**src/logic/uart_pkg.sv**
```systemverilog
// package: register map, field positions, reset values, timing and mode codes for the serial port
package uart_pkg;
  // register byte addresses on the axi4-lite bus
  localparam logic [7:0] CTRL_OFFS  = 8'h00;  // serial_control
  localparam logic [7:0] BUF_OFFS   = 8'h04;  // serial_buffer
  localparam logic [7:0] ADDR_OFFS  = 8'h08;  // own_address
  localparam logic [7:0] MASK_OFFS  = 8'h0c;  // address_mask
  localparam logic [7:0] PWR_OFFS   = 8'h10;  // power_control_reg
  localparam logic [7:0] STAT_OFFS  = 8'h14;  // frame error view, busy bits

  // serial control field positions
  localparam int CTL_HI  = 7;
  localparam int CTL_LO  = 6;
  localparam int CTL_MP  = 5;
  localparam int CTL_REN = 4;
  localparam int CTL_TB8 = 3;
  localparam int CTL_RB8 = 2;
  localparam int CTL_TI  = 1;
  localparam int CTL_RI  = 0;
  // power control field positions
  localparam int PWR_DBL = 7;
  localparam int PWR_EVS = 6;

  localparam logic [7:0] CTRL_RST = 8'h00;
  localparam logic [7:0] ADDR_RST = 8'h00;
  localparam logic [7:0] MASK_RST = 8'h00;

  // oscillator fractions and oversampling
  localparam int SHIFT_DIV = 12;  // mode 0 bit time in clocks
  localparam int M2_DIV    = 64;  // mode 2 bit time, halved by doubler
  localparam int OVS       = 16;  // receiver samples per bit

  typedef enum logic [1:0] {
    MODE_SHIFT = 2'b00,
    MODE_8BIT  = 2'b01,
    MODE_9FIX  = 2'b10,
    MODE_9VAR  = 2'b11
  } mode_e;
endpackage

```
**src/logic/uart_addr_recog_ctrl.sv**
```systemverilog
// serial port with four modes, frame error detection and masked address recognition
//
// Contract
// mode 3 sends the 11-bit mode 2 frame at the variable rate.
// a write to the serial buffer starts a transmission in every mode; the code ignores a write made while the transmitter is busy.
// mode 0 receives whenever receive-done is clear and receive enable set; the code also waits until the transmitter is idle.
// modes 1-3 start receiving on a falling start edge with receive enable set.
// bad stop bit sets frame error; only a software write clears it.
// control bit 7 shows frame error if error view set, else mode high bit.
// mode bits 00,01,10,11 select modes 0,1,2,3.
// modes 2/3 multiprocessor: receive-done only for ninth bit 1 and address match.
// mode 1 multiprocessor: receive-done only for valid stop and address match.
// receive enable 1 permits reception, 0 inhibits it.
// modes 2/3 transmit the tx ninth bit as data bit nine.
// modes 2/3 store the received ninth bit in the rx ninth-bit field.
// transmit-done set when a frame has been sent.
// receive-done set when a frame completes, subject to address filtering.
// compare pattern uses own address where mask is 1, don't care where 0.
// own address and address mask are readable and writable.
// multiprocessor: receive-done needs masked match and ninth bit 1; the code also accepts the all-ones broadcast byte without a masked match.
// address recognition acts in modes 1-3, never in mode 0.
// mode 0 shifts lsb first on rx line, clock on tx line at osc/12.
// mode 1 frame is start 0, eight data, stop 1; stop kept in rx ninth bit.
// mode 2 runs at osc/64, or osc/32 with the baud doubler.
// interrupt is or of done flags; only software clears them.
// modes 1 and 3 take their rate from an external baud tick input.
// receiver oversamples 16x, votes three centre samples, rejects false starts.
`timescale 1ns/10ps
module uart_addr_recog_ctrl (
  input  wire logic        aclk,
  input  wire logic        aresetn,
  input  wire logic [7:0]  s_axi_awaddr,
  input  wire logic        s_axi_awvalid,
  output logic             s_axi_awready,
  input  wire logic [31:0] s_axi_wdata,
  input  wire logic [3:0]  s_axi_wstrb,
  input  wire logic        s_axi_wvalid,
  output logic             s_axi_wready,
  output logic [1:0]       s_axi_bresp,
  output logic             s_axi_bvalid,
  input  wire logic        s_axi_bready,
  input  wire logic [7:0]  s_axi_araddr,
  input  wire logic        s_axi_arvalid,
  output logic             s_axi_arready,
  output logic [31:0]      s_axi_rdata,
  output logic [1:0]       s_axi_rresp,
  output logic             s_axi_rvalid,
  input  wire logic        s_axi_rready,
  input  wire logic        baud_tick,
  input  wire logic        rxd_in,
  output logic             rxd_out,
  output logic             rxd_oe,
  output logic             txd_out,
  output logic             serial_irq
);
  // register state
  logic [1:0]  mode_r;
  logic        fe_r, mp_r, ren_r, tb8_r, rb8_r, ti_r, ri_r;
  logic        dbl_r, evs_r;
  logic [7:0]  own_address_r, address_mask_r, rx_buf_r;
  // bus state
  logic [7:0]  aw_addr_r, w_data_r;
  logic        aw_have_r, w_have_r, w_lane_r;
  logic        wr_fire, rd_fire;
  logic [7:0]  rd_val;
  logic        aw_ok;

  // events from the serial engines
  logic        tx_done, rx_done, rx_fe_set;
  logic        rx_ninth;
  logic [7:0]  rx_byte;
  logic        tx_busy_r, rx_busy_r;

  // write address and data are taken independently, then committed together
  always_ff @(posedge aclk) begin
    if (!aresetn) begin
      aw_have_r <= 1'b0;
      w_have_r  <= 1'b0;
      aw_addr_r <= 8'h00;
      w_data_r  <= 8'h00;
      w_lane_r  <= 1'b0;
    end else begin
      if (s_axi_awvalid && s_axi_awready) begin
        aw_have_r <= 1'b1;
        aw_addr_r <= s_axi_awaddr;
      end
      if (s_axi_wvalid && s_axi_wready) begin
        w_have_r <= 1'b1;
        w_data_r <= s_axi_wdata[7:0];
        w_lane_r <= s_axi_wstrb[0];
      end
      if (wr_fire) begin
        aw_have_r <= 1'b0;
        w_have_r  <= 1'b0;
      end
    end
  end

  assign s_axi_awready = aresetn && !aw_have_r && !s_axi_bvalid;
  assign s_axi_wready  = aresetn && !w_have_r && !s_axi_bvalid;
  assign wr_fire       = aw_have_r && w_have_r && !s_axi_bvalid;
  // byte lane 0 carries every register; other lanes are ignored
  wire   wr_en         = wr_fire && w_lane_r;
  assign aw_ok = (aw_addr_r[7:2] <= uart_pkg::STAT_OFFS[7:2]) && (aw_addr_r[1:0] == 2'b00);

  // write response; unmapped addresses answer slverr
  always_ff @(posedge aclk) begin
    if (!aresetn) begin
      s_axi_bvalid <= 1'b0;
      s_axi_bresp  <= 2'b00;
    end else if (wr_fire) begin
      s_axi_bvalid <= 1'b1;
      s_axi_bresp  <= aw_ok ? 2'b00 : 2'b10;
    end else if (s_axi_bready) begin
      s_axi_bvalid <= 1'b0;
    end
  end

  wire ctrl_wr = wr_en && aw_addr_r == uart_pkg::CTRL_OFFS;
  wire buf_wr  = wr_en && aw_addr_r == uart_pkg::BUF_OFFS;

  // control fields; hardware set wins over a software clear in the same cycle
  always_ff @(posedge aclk) begin
    if (!aresetn) begin
      {fe_r, mode_r, mp_r, ren_r, tb8_r, rb8_r, ti_r, ri_r} <= {1'b0, uart_pkg::CTRL_RST};
    end else begin
      if (ctrl_wr) begin
        if (evs_r) fe_r <= w_data_r[uart_pkg::CTL_HI];
        else mode_r[1] <= w_data_r[uart_pkg::CTL_HI];
        mode_r[0] <= w_data_r[uart_pkg::CTL_LO];
        mp_r      <= w_data_r[uart_pkg::CTL_MP];
        ren_r     <= w_data_r[uart_pkg::CTL_REN];
        tb8_r     <= w_data_r[uart_pkg::CTL_TB8];
        rb8_r     <= w_data_r[uart_pkg::CTL_RB8];
        ti_r      <= w_data_r[uart_pkg::CTL_TI];
        ri_r      <= w_data_r[uart_pkg::CTL_RI];
      end
      if (rx_fe_set) fe_r <= 1'b1;
      if (tx_done) ti_r <= 1'b1;
      if (rx_done) begin
        ri_r     <= 1'b1;
        rx_buf_r <= rx_byte;
        if (mode_r != uart_pkg::MODE_SHIFT) rb8_r <= rx_ninth;
      end
    end
  end

  // power control, address and mask registers
  always_ff @(posedge aclk) begin
    if (!aresetn) begin
      dbl_r          <= 1'b0;
      evs_r          <= 1'b0;
      own_address_r  <= uart_pkg::ADDR_RST;
      address_mask_r <= uart_pkg::MASK_RST;
    end else if (wr_en) begin
      if (aw_addr_r == uart_pkg::PWR_OFFS) begin
        dbl_r <= w_data_r[uart_pkg::PWR_DBL];
        evs_r <= w_data_r[uart_pkg::PWR_EVS];
      end
      if (aw_addr_r == uart_pkg::ADDR_OFFS) own_address_r <= w_data_r;
      if (aw_addr_r == uart_pkg::MASK_OFFS) address_mask_r <= w_data_r;
    end
  end

  // read mux
  always_comb begin
    rd_val = 8'h00;
    case (s_axi_araddr)
      uart_pkg::CTRL_OFFS: rd_val = {evs_r ? fe_r : mode_r[1], mode_r[0], mp_r, ren_r,
                                     tb8_r, rb8_r, ti_r, ri_r};
      uart_pkg::BUF_OFFS:  rd_val = rx_buf_r;
      uart_pkg::ADDR_OFFS: rd_val = own_address_r;
      uart_pkg::MASK_OFFS: rd_val = address_mask_r;
      uart_pkg::PWR_OFFS:  rd_val = {dbl_r, evs_r, 6'h00};
      uart_pkg::STAT_OFFS: rd_val = {5'h00, rx_busy_r, tx_busy_r, fe_r};
      default:             rd_val = 8'h00;
    endcase
  end

  assign s_axi_arready = aresetn && !s_axi_rvalid;
  assign rd_fire       = s_axi_arvalid && s_axi_arready;

  // read data channel, one cycle after the address is taken
  always_ff @(posedge aclk) begin
    if (!aresetn) begin
      s_axi_rvalid <= 1'b0;
      s_axi_rdata  <= 32'h0000_0000;
      s_axi_rresp  <= 2'b00;
    end else if (rd_fire) begin
      s_axi_rvalid <= 1'b1;
      s_axi_rdata  <= {24'h00_0000, rd_val};
      s_axi_rresp  <= (s_axi_araddr[7:2] <= uart_pkg::STAT_OFFS[7:2] && s_axi_araddr[1:0] == 2'b00)
                      ? 2'b00 : 2'b10;
    end else if (s_axi_rready) begin
      s_axi_rvalid <= 1'b0;
    end
  end

  // bit-rate enables: mode 0 at osc/12, mode 2 at osc/64 or /32, others from baud_tick
  logic [5:0] div_r;
  logic       bit_en;
  wire  [5:0] div_top = (mode_r == uart_pkg::MODE_SHIFT) ? 6'(uart_pkg::SHIFT_DIV - 1)
                      : dbl_r ? 6'(uart_pkg::M2_DIV / 2 - 1) : 6'(uart_pkg::M2_DIV - 1);
  always_ff @(posedge aclk) begin
    if (!aresetn) begin
      div_r  <= 6'h00;
      bit_en <= 1'b0;
    end else begin
      // bit_en marks the cycle in which the mode 0 shift clock rises
      bit_en <= (div_r == 6'(uart_pkg::SHIFT_DIV / 2 - 1));
      div_r  <= (div_r >= div_top) ? 6'h00 : div_r + 6'h01;
    end
  end
  // async tick for modes 1-3 is 16x the bit rate; mode 2 divides its fraction by 16
  wire  os_tick = (mode_r == uart_pkg::MODE_9FIX) ? (dbl_r ? div_r[0] : (div_r[1:0] == 2'b11))
                : baud_tick;

  // transmitter: shift register with frame length by mode
  logic [10:0] tx_sh_r;
  logic [3:0]  tx_cnt_r, tx_os_r;
  always_ff @(posedge aclk) begin
    if (!aresetn) begin
      tx_busy_r <= 1'b0;
      tx_sh_r   <= 11'h7ff;
      tx_cnt_r  <= 4'h0;
      tx_os_r   <= 4'h0;
      txd_out   <= 1'b1;
      tx_done   <= 1'b0;
    end else begin
      tx_done  <= 1'b0;
      if (buf_wr && !tx_busy_r) begin
        tx_busy_r <= 1'b1;
        tx_os_r   <= 4'h0;
        if (mode_r == uart_pkg::MODE_SHIFT) begin
          tx_sh_r  <= {3'h7, w_data_r};
          tx_cnt_r <= 4'd8;
        end else if (mode_r == uart_pkg::MODE_8BIT) begin
          tx_sh_r  <= {2'b11, w_data_r, 1'b0};
          tx_cnt_r <= 4'd10;
        end else begin
          tx_sh_r  <= {1'b1, tb8_r, w_data_r, 1'b0};
          tx_cnt_r <= 4'd11;
        end
      end else if ((tx_busy_r || rx_busy_r) && mode_r == uart_pkg::MODE_SHIFT) begin
        // clock on the tx line in either direction: low in first half, data taken on rising
        if (div_r == 6'd0) txd_out <= 1'b0;
        if (div_r == 6'd6) txd_out <= 1'b1;
        // shift only on a rise that followed a low half, so the first bit is never skipped
        if (tx_busy_r && bit_en && !txd_out) begin
          tx_sh_r  <= {1'b1, tx_sh_r[10:1]};
          tx_cnt_r <= tx_cnt_r - 4'h1;
          if (tx_cnt_r == 4'h1) begin
            tx_busy_r <= 1'b0;
            tx_done   <= 1'b1;
          end
        end
      end else if (tx_busy_r && os_tick) begin
        txd_out <= tx_sh_r[0];
        tx_os_r <= tx_os_r + 4'h1;
        if (tx_os_r == 4'hf) begin
          tx_sh_r  <= {1'b1, tx_sh_r[10:1]};
          tx_cnt_r <= tx_cnt_r - 4'h1;
          if (tx_cnt_r == 4'h1) begin
            tx_busy_r <= 1'b0;
            tx_done   <= 1'b1;
          end
        end
      end else if (!tx_busy_r) begin
        txd_out <= 1'b1;
      end
    end
  end

  // mode 0 data leaves on the rx line, lsb first
  always_ff @(posedge aclk) begin
    if (!aresetn) begin
      rxd_out <= 1'b1;
      rxd_oe  <= 1'b0;
    end else begin
      rxd_out <= tx_sh_r[0];
      rxd_oe  <= tx_busy_r && mode_r == uart_pkg::MODE_SHIFT;
    end
  end

  // receiver
  logic [3:0]  rx_os_r, rx_cnt_r;
  logic [9:0]  rx_sh_r;
  logic [2:0]  vote_r;
  logic        rx_prev_r, rx_fin_r;
  wire  [3:0]  rx_bits = (mode_r == uart_pkg::MODE_8BIT) ? 4'd9 : 4'd10;
  wire         voted   = (vote_r[0] & vote_r[1]) | (vote_r[1] & vote_r[2]) | (vote_r[0] & vote_r[2]);
  always_ff @(posedge aclk) begin
    if (!aresetn) begin
      rx_busy_r <= 1'b0;
      rx_os_r   <= 4'h0;
      rx_cnt_r  <= 4'h0;
      rx_sh_r   <= 10'h000;
      vote_r    <= 3'h7;
      rx_prev_r <= 1'b1;
      rx_fin_r  <= 1'b0;
    end else begin
      rx_fin_r  <= 1'b0;
      rx_prev_r <= rxd_in;
      if (!rx_busy_r) begin
        if (mode_r == uart_pkg::MODE_SHIFT) begin
          if (!ri_r && ren_r && !tx_busy_r) begin
            rx_busy_r <= 1'b1;
            rx_cnt_r  <= 4'd8;
          end
        end else if (ren_r && rx_prev_r && !rxd_in) begin
          rx_busy_r <= 1'b1;
          rx_os_r   <= 4'h0;
          rx_cnt_r  <= rx_bits;
        end
      end else if (mode_r == uart_pkg::MODE_SHIFT) begin
        if (bit_en && !txd_out) begin
          rx_sh_r  <= {2'b00, rxd_in, rx_sh_r[7:1]};
          rx_cnt_r <= rx_cnt_r - 4'h1;
          if (rx_cnt_r == 4'h1) begin
            rx_busy_r <= 1'b0;
            rx_fin_r  <= 1'b1;
          end
        end
      end else if (os_tick) begin
        rx_os_r <= rx_os_r + 4'h1;
        if (rx_os_r >= 4'd7 && rx_os_r <= 4'd9) vote_r <= {vote_r[1:0], rxd_in};
        if (rx_os_r == 4'd10) rx_sh_r <= {voted, rx_sh_r[9:1]};
        if (rx_os_r == 4'hf) begin
          rx_cnt_r <= rx_cnt_r - 4'h1;
          if (rx_cnt_r == 4'h0) begin
            rx_busy_r <= 1'b0;
            rx_fin_r  <= 1'b1;
          end
        end
      end
      // false start: start bit not held low at its centre
      if (rx_busy_r && mode_r != uart_pkg::MODE_SHIFT && os_tick && rx_os_r == 4'd10 &&
          rx_cnt_r == rx_bits && voted) begin
        rx_busy_r <= 1'b0;
      end
    end
  end

  // frame decode: align data, ninth bit and stop by frame length
  wire       is9      = mode_r[1];
  assign rx_byte      = (mode_r == uart_pkg::MODE_SHIFT) ? rx_sh_r[7:0] : is9 ? rx_sh_r[7:0] : rx_sh_r[8:1];
  assign rx_ninth     = is9 ? rx_sh_r[8] : rx_sh_r[9];
  wire       stop_ok  = rx_sh_r[9];
  // masked compare: mask bit 0 is don't care; all-ones byte is broadcast
  wire       match    = ((rx_byte & address_mask_r) == (own_address_r & address_mask_r))
                        || (rx_byte == 8'hff);
  wire       filt     = mp_r && (mode_r != uart_pkg::MODE_SHIFT);
  wire       pass     = !filt || (match && (is9 ? rx_ninth : stop_ok));
  assign rx_done      = rx_fin_r && pass;
  assign rx_fe_set    = rx_fin_r && (mode_r != uart_pkg::MODE_SHIFT) && !stop_ok;

  // interrupt request is the or of the two done flags
  always_ff @(posedge aclk) begin
    if (!aresetn) serial_irq <= 1'b0;
    else serial_irq <= ti_r | ri_r;
  end

  // assertions
  AST_IRQ_OR: assert property (@(posedge aclk) disable iff (!aresetn)
    serial_irq == $past(ti_r | ri_r)) else $error("irq not or of done flags");
  AST_TI_SET: assert property (@(posedge aclk) disable iff (!aresetn)
    tx_done |=> ti_r) else $error("tx done flag not set");
  AST_RI_SET: assert property (@(posedge aclk) disable iff (!aresetn)
    rx_done |=> ri_r) else $error("rx done flag not set");
  AST_FE_STICKY: assert property (@(posedge aclk) disable iff (!aresetn)
    fe_r && !ctrl_wr |=> fe_r) else $error("frame error cleared by hardware");
  AST_FE_SET: assert property (@(posedge aclk) disable iff (!aresetn)
    rx_fe_set |=> fe_r) else $error("frame error not set");
  AST_MP_FILT: assert property (@(posedge aclk) disable iff (!aresetn)
    rx_fin_r && filt && !match |-> !rx_done) else $error("unmatched byte raised receive done");
  AST_NOREN: assert property (@(posedge aclk) disable iff (!aresetn)
    !rx_busy_r && !ren_r |=> !rx_busy_r) else $error("reception with receive disabled");
  AST_TX_START: assert property (@(posedge aclk) disable iff (!aresetn)
    buf_wr && !tx_busy_r |=> tx_busy_r) else $error("write did not start tx");
  AST_ADDR_RW: assert property (@(posedge aclk) disable iff (!aresetn)
    wr_en && aw_addr_r == uart_pkg::ADDR_OFFS |=> own_address_r == $past(w_data_r))
    else $error("own address not written");
endmodule // uart_addr_recog_ctrl

```
**config.mk**
```make
export PLATFORM = sky130hd
export DESIGN_NAME = uart_addr_recog_ctrl
export DESIGN_NICKNAME = d
export VERILOG_FILES = /design/src/logic/uart_pkg.sv /design/src/logic/uart_addr_recog_ctrl.sv
export SDC_FILE = /design/constraint.sdc
export NUM_CORES = 1
export LEC_CHECK = 0
export ABC_AREA = 0
export BUFFER_PORTS_ARGS = -buffer_cell sky130_fd_sc_hd__buf_4
export CAP_MARGIN = 20
export CORE_MARGIN = 8
export CORE_UTILIZATION = 30
export CTS_CLUSTER_DIAMETER = 60
export DETAILED_ROUTE_END_ITERATION = 16
export SLEW_MARGIN = 30
export SYNTH_ARGS = -nofsm -noshare
export SYNTH_HDL_FRONTEND = slang
export SYNTH_SLANG_ARGS = --single-unit
```
**constraint.sdc**
```tcl
create_clock -name aclk -period 3.1 [get_ports aclk]
set_input_delay 0.31 -clock aclk [delete_from_list [all_inputs] [get_ports aclk]]
set_output_delay 0.31 -clock aclk [all_outputs]
set_load 0.01 [all_outputs]
```
==> impl_metrics.csv <==
group,metric,value,unit
timing,worstMarginPinSlew,0.8199,ns
timing,hold_violations,0,
final_layout,fin_util,36.28,%
worst_setup_path,cp_cell_sequence,"nor2b_4 > mux2_2 > xor2_1 > a2111oi_2 > a211oi_1 > nor2_1 > buf_4",
drt,wirelength,15.05,mm
worst_setup_path,critical-path-slowest-cell,"dfxtp_1",
final_layout,drive_gt1_share,17.68,%
timing,post-route-period-util,86.66,%
yosys,yosysUniqueCellTypes,74,
timing,setup-tns-final,0,ns
worst_setup_path,path_class,"flop to flop",
drt,antenna_left,0,
worst_setup_path,crit_fanout,11,
yosys,synth-seq-area-share,40.68,%
final_layout,final_cell_mix,"dfxtp_1 (113), nor2_1 (81), nand2_1 (75), mux2i_1 (66), buf_4 (61)",
timing,finalSetupViolCount,0,
global_routing,antenna_found_initial,0,
final_layout,finalInstanceArea,0.007317,mm^2
clock_tree,ctsHoldBuffers,0,
final_layout,diodes,0,
drt,first_iter_violations,269,
final_layout,area_growth_syn_to_layout,18.96,%
final_layout,fin_nets,805,
global_routing,grt_use_total,12.15,%
floorplan,rows,52,
global_routing,grt_pass1_vias,4780,
worst_setup_path,crit_path_end_kind,"flop",
placement,dp_hpwl,10.82,mm
floorplan,initial_core_util,30.50,%
clock_tree,h-tree-depth,4,
clock_tree,clock_sinks,121,
timing,worst_slack,0.4136,ns
floorplan,ioPinCount,106,
floorplan,die_w,159.2,um
global_routing,grt_pass1_wl,25.10,mm
yosys,synth_cells,683,
placement,gp_congestion,0.8261,
placement,port_buffers,52,
flow_run,max_cap_viol_count,0,
worst_setup_path,regToRegSetupSlack,0.41,ns
clock_tree,clockBufferDepth,2,
clock_tree,cts_resized,0,
yosys,yosysWarnings,0,
worst_setup_path,max_stage_delay,0.50,ns
clock_tree,clkLatencyLatePin,0.42,ns
floorplan,coreArea,0.02017,mm^2
pwr,p_total,3.979,mW
drt,vias,4854,
timing,slew_violations,0,
global_routing,grt_overflow,0,
worst_setup_path,cp.required,3.24,ns
worst_setup_path,critPathBufInv,1,
yosys,synth_ff_type,"dfxtp_1",
pwr,p_per_area,543.8,mW/mm^2
hold_path,worstHoldPathType,"input port to flop",
timing,rsz0062_at_grt,"no",
yosys,synth_top_area_cell,"dfxtp_1",
drt,drt-vias-per-instance,4.801,
drt,drc,0,
yosys,synth_top_cells_by_area,"dfxtp_1 (37%), mux2i_1 (11%), nor2_1 (4.9%)",
drt,dr.pass1.iters,5,
timing,finalCriticalPeriod,2.686,ns
yosys,synth_top_cell_area_share,36.78,%
clock_tree,clk_pin_slew,0.06,ns
final_layout,layout_commonest_cell,"dfxtp_1",
yosys,postSynthAreaPerCell,9.006,um^2
clock_tree,cts_setup_buffers,0,
worst_setup_path,arrival,2.82,ns
timing,max_freq,0.3722,GHz
global_routing,grt_max_degree,27,
clock_tree,root_buffer,"clkbuf_16",
placement,dpl_cell_area,0.006664,mm^2
placement,post-place-ws,0.4532,ns
clock_tree,cts_buffers,17,
floorplan,chipHeight,159.2,um
yosys,synth_seq_cells,121,
yosys,async_flop_share,0,%
floorplan,die_area,0.02534,mm^2
clock_tree,cts_tree,"yes",
worst_setup_path,crit_family,"compound AO/OA/AOI/OAI gates",
timing,fin_skew,0.006886,ns
drt,wl_per_cell,14.89,um
pwr,ir_worst_vdd,0.3056,mV
yosys,netlist_area,0.006151,mm^2
pwr,p_leak,2.903,nW
worst_setup_path,cp-start-kind,"flop",
yosys,synth_edf_count,8,
timing,slew-limit-headroom,45.14,%
outcome,status,"finished, final reports clean",
-- metal layers --
metal	global-route usage, %	wire length [um]	vias up
met3	3.542	852	23
met2	19.50	7020	124
met5	0	0	-
met1	14.89	6833	2272
li1	-	-	2435
met4	5.317	346	0
-- synthesized netlist by cell type (all sizes together) (4+ instances only) --
cell type / n
dfxtp: 113
nor2: 81
nand2: 77
mux2i: 66
buf: 43
a21oi: 35
o21ai: 26
inv: 24
nand3: 19
clkbuf: 17
ha: 16
nand2b: 16
mux2: 11
nor3: 10
a211oi: 8
edfxtp: 8
nand4: 8
xor2: 8
a22oi: 7
o22ai: 7
or3: 7
a41oi: 5
and2: 5
xnor2: 5
nor2b: 4
nor3b: 4
nor4: 4
or2: 4
-- sequential cells by signal (all words and copies together), names as in the netlist, 6 cells and up --
register and cells:
own_address_r 8, aw_addr_r 8, s_axi_rdata 8, rx_sh_r 10
w_data_r 8, rx_buf_r 8, tx_sh_r 10, address_mask_r 8
div_r 6
-- power by group --
part	total (mW)	switching [mW]	leakage (nW)	internal [mW]
clock network	2.16	0.743	0.315	1.42
logic	0.195	0.114	1.58	0.0804
registers	1.62	0.0300	1.01	1.59
-- kinds of logic after synthesis --
family                     share of synthesized area [%]
xor gates and xnor gates                           1.851
DFF                                                40.68
muxes                                              13.91
and+or+nand+nor                                    20.36
adders and majority gates                          3.417
AOI/OAI and AO/OA                                  12.02
other                                            0.06097
buffers and inverters                              7.689
-- worst paths after layout --
check                                  start      endpoint  cells past startpoint
worst min-delay path            s_axi_rready  s_axi_rvalid                      2
worst min register to register       tx_done          ti_r                      2
worst max-delay path               mode_r[0]   rx_buf_r[7]                      7
worst max register to register     mode_r[0]   rx_buf_r[7]                      7
-- through the flow --
| step | std cells | hold WS (ns) |
|---|---|---|
| 6_report | 1011 | 0.07521 |
| 5_1_grt | 1011 | 0.07029 |
| 4_1_cts | 1011 | 0.05486 |
| 3_5_place_dp | 979 | 0.4256 |
| 3_3_place_gp | 979 | 0.4257 |
| 2_1_floorplan | 708 | 0.4101 |
-- layout make-up --
class | count | area (um^2)
Fill cell | 2087 | 12850
Multi-Input combinational cell | 503 | 3276
Sequential cell | 121 | 2502
Clock buffer | 19 | 464.2
Timing Repair Buffer | 61 | 457.9
Tap cell | 270 | 337.8
Clock inverter | 13 | 188.9
Inverter | 24 | 90.09
(Power assumes the default switching activity.)
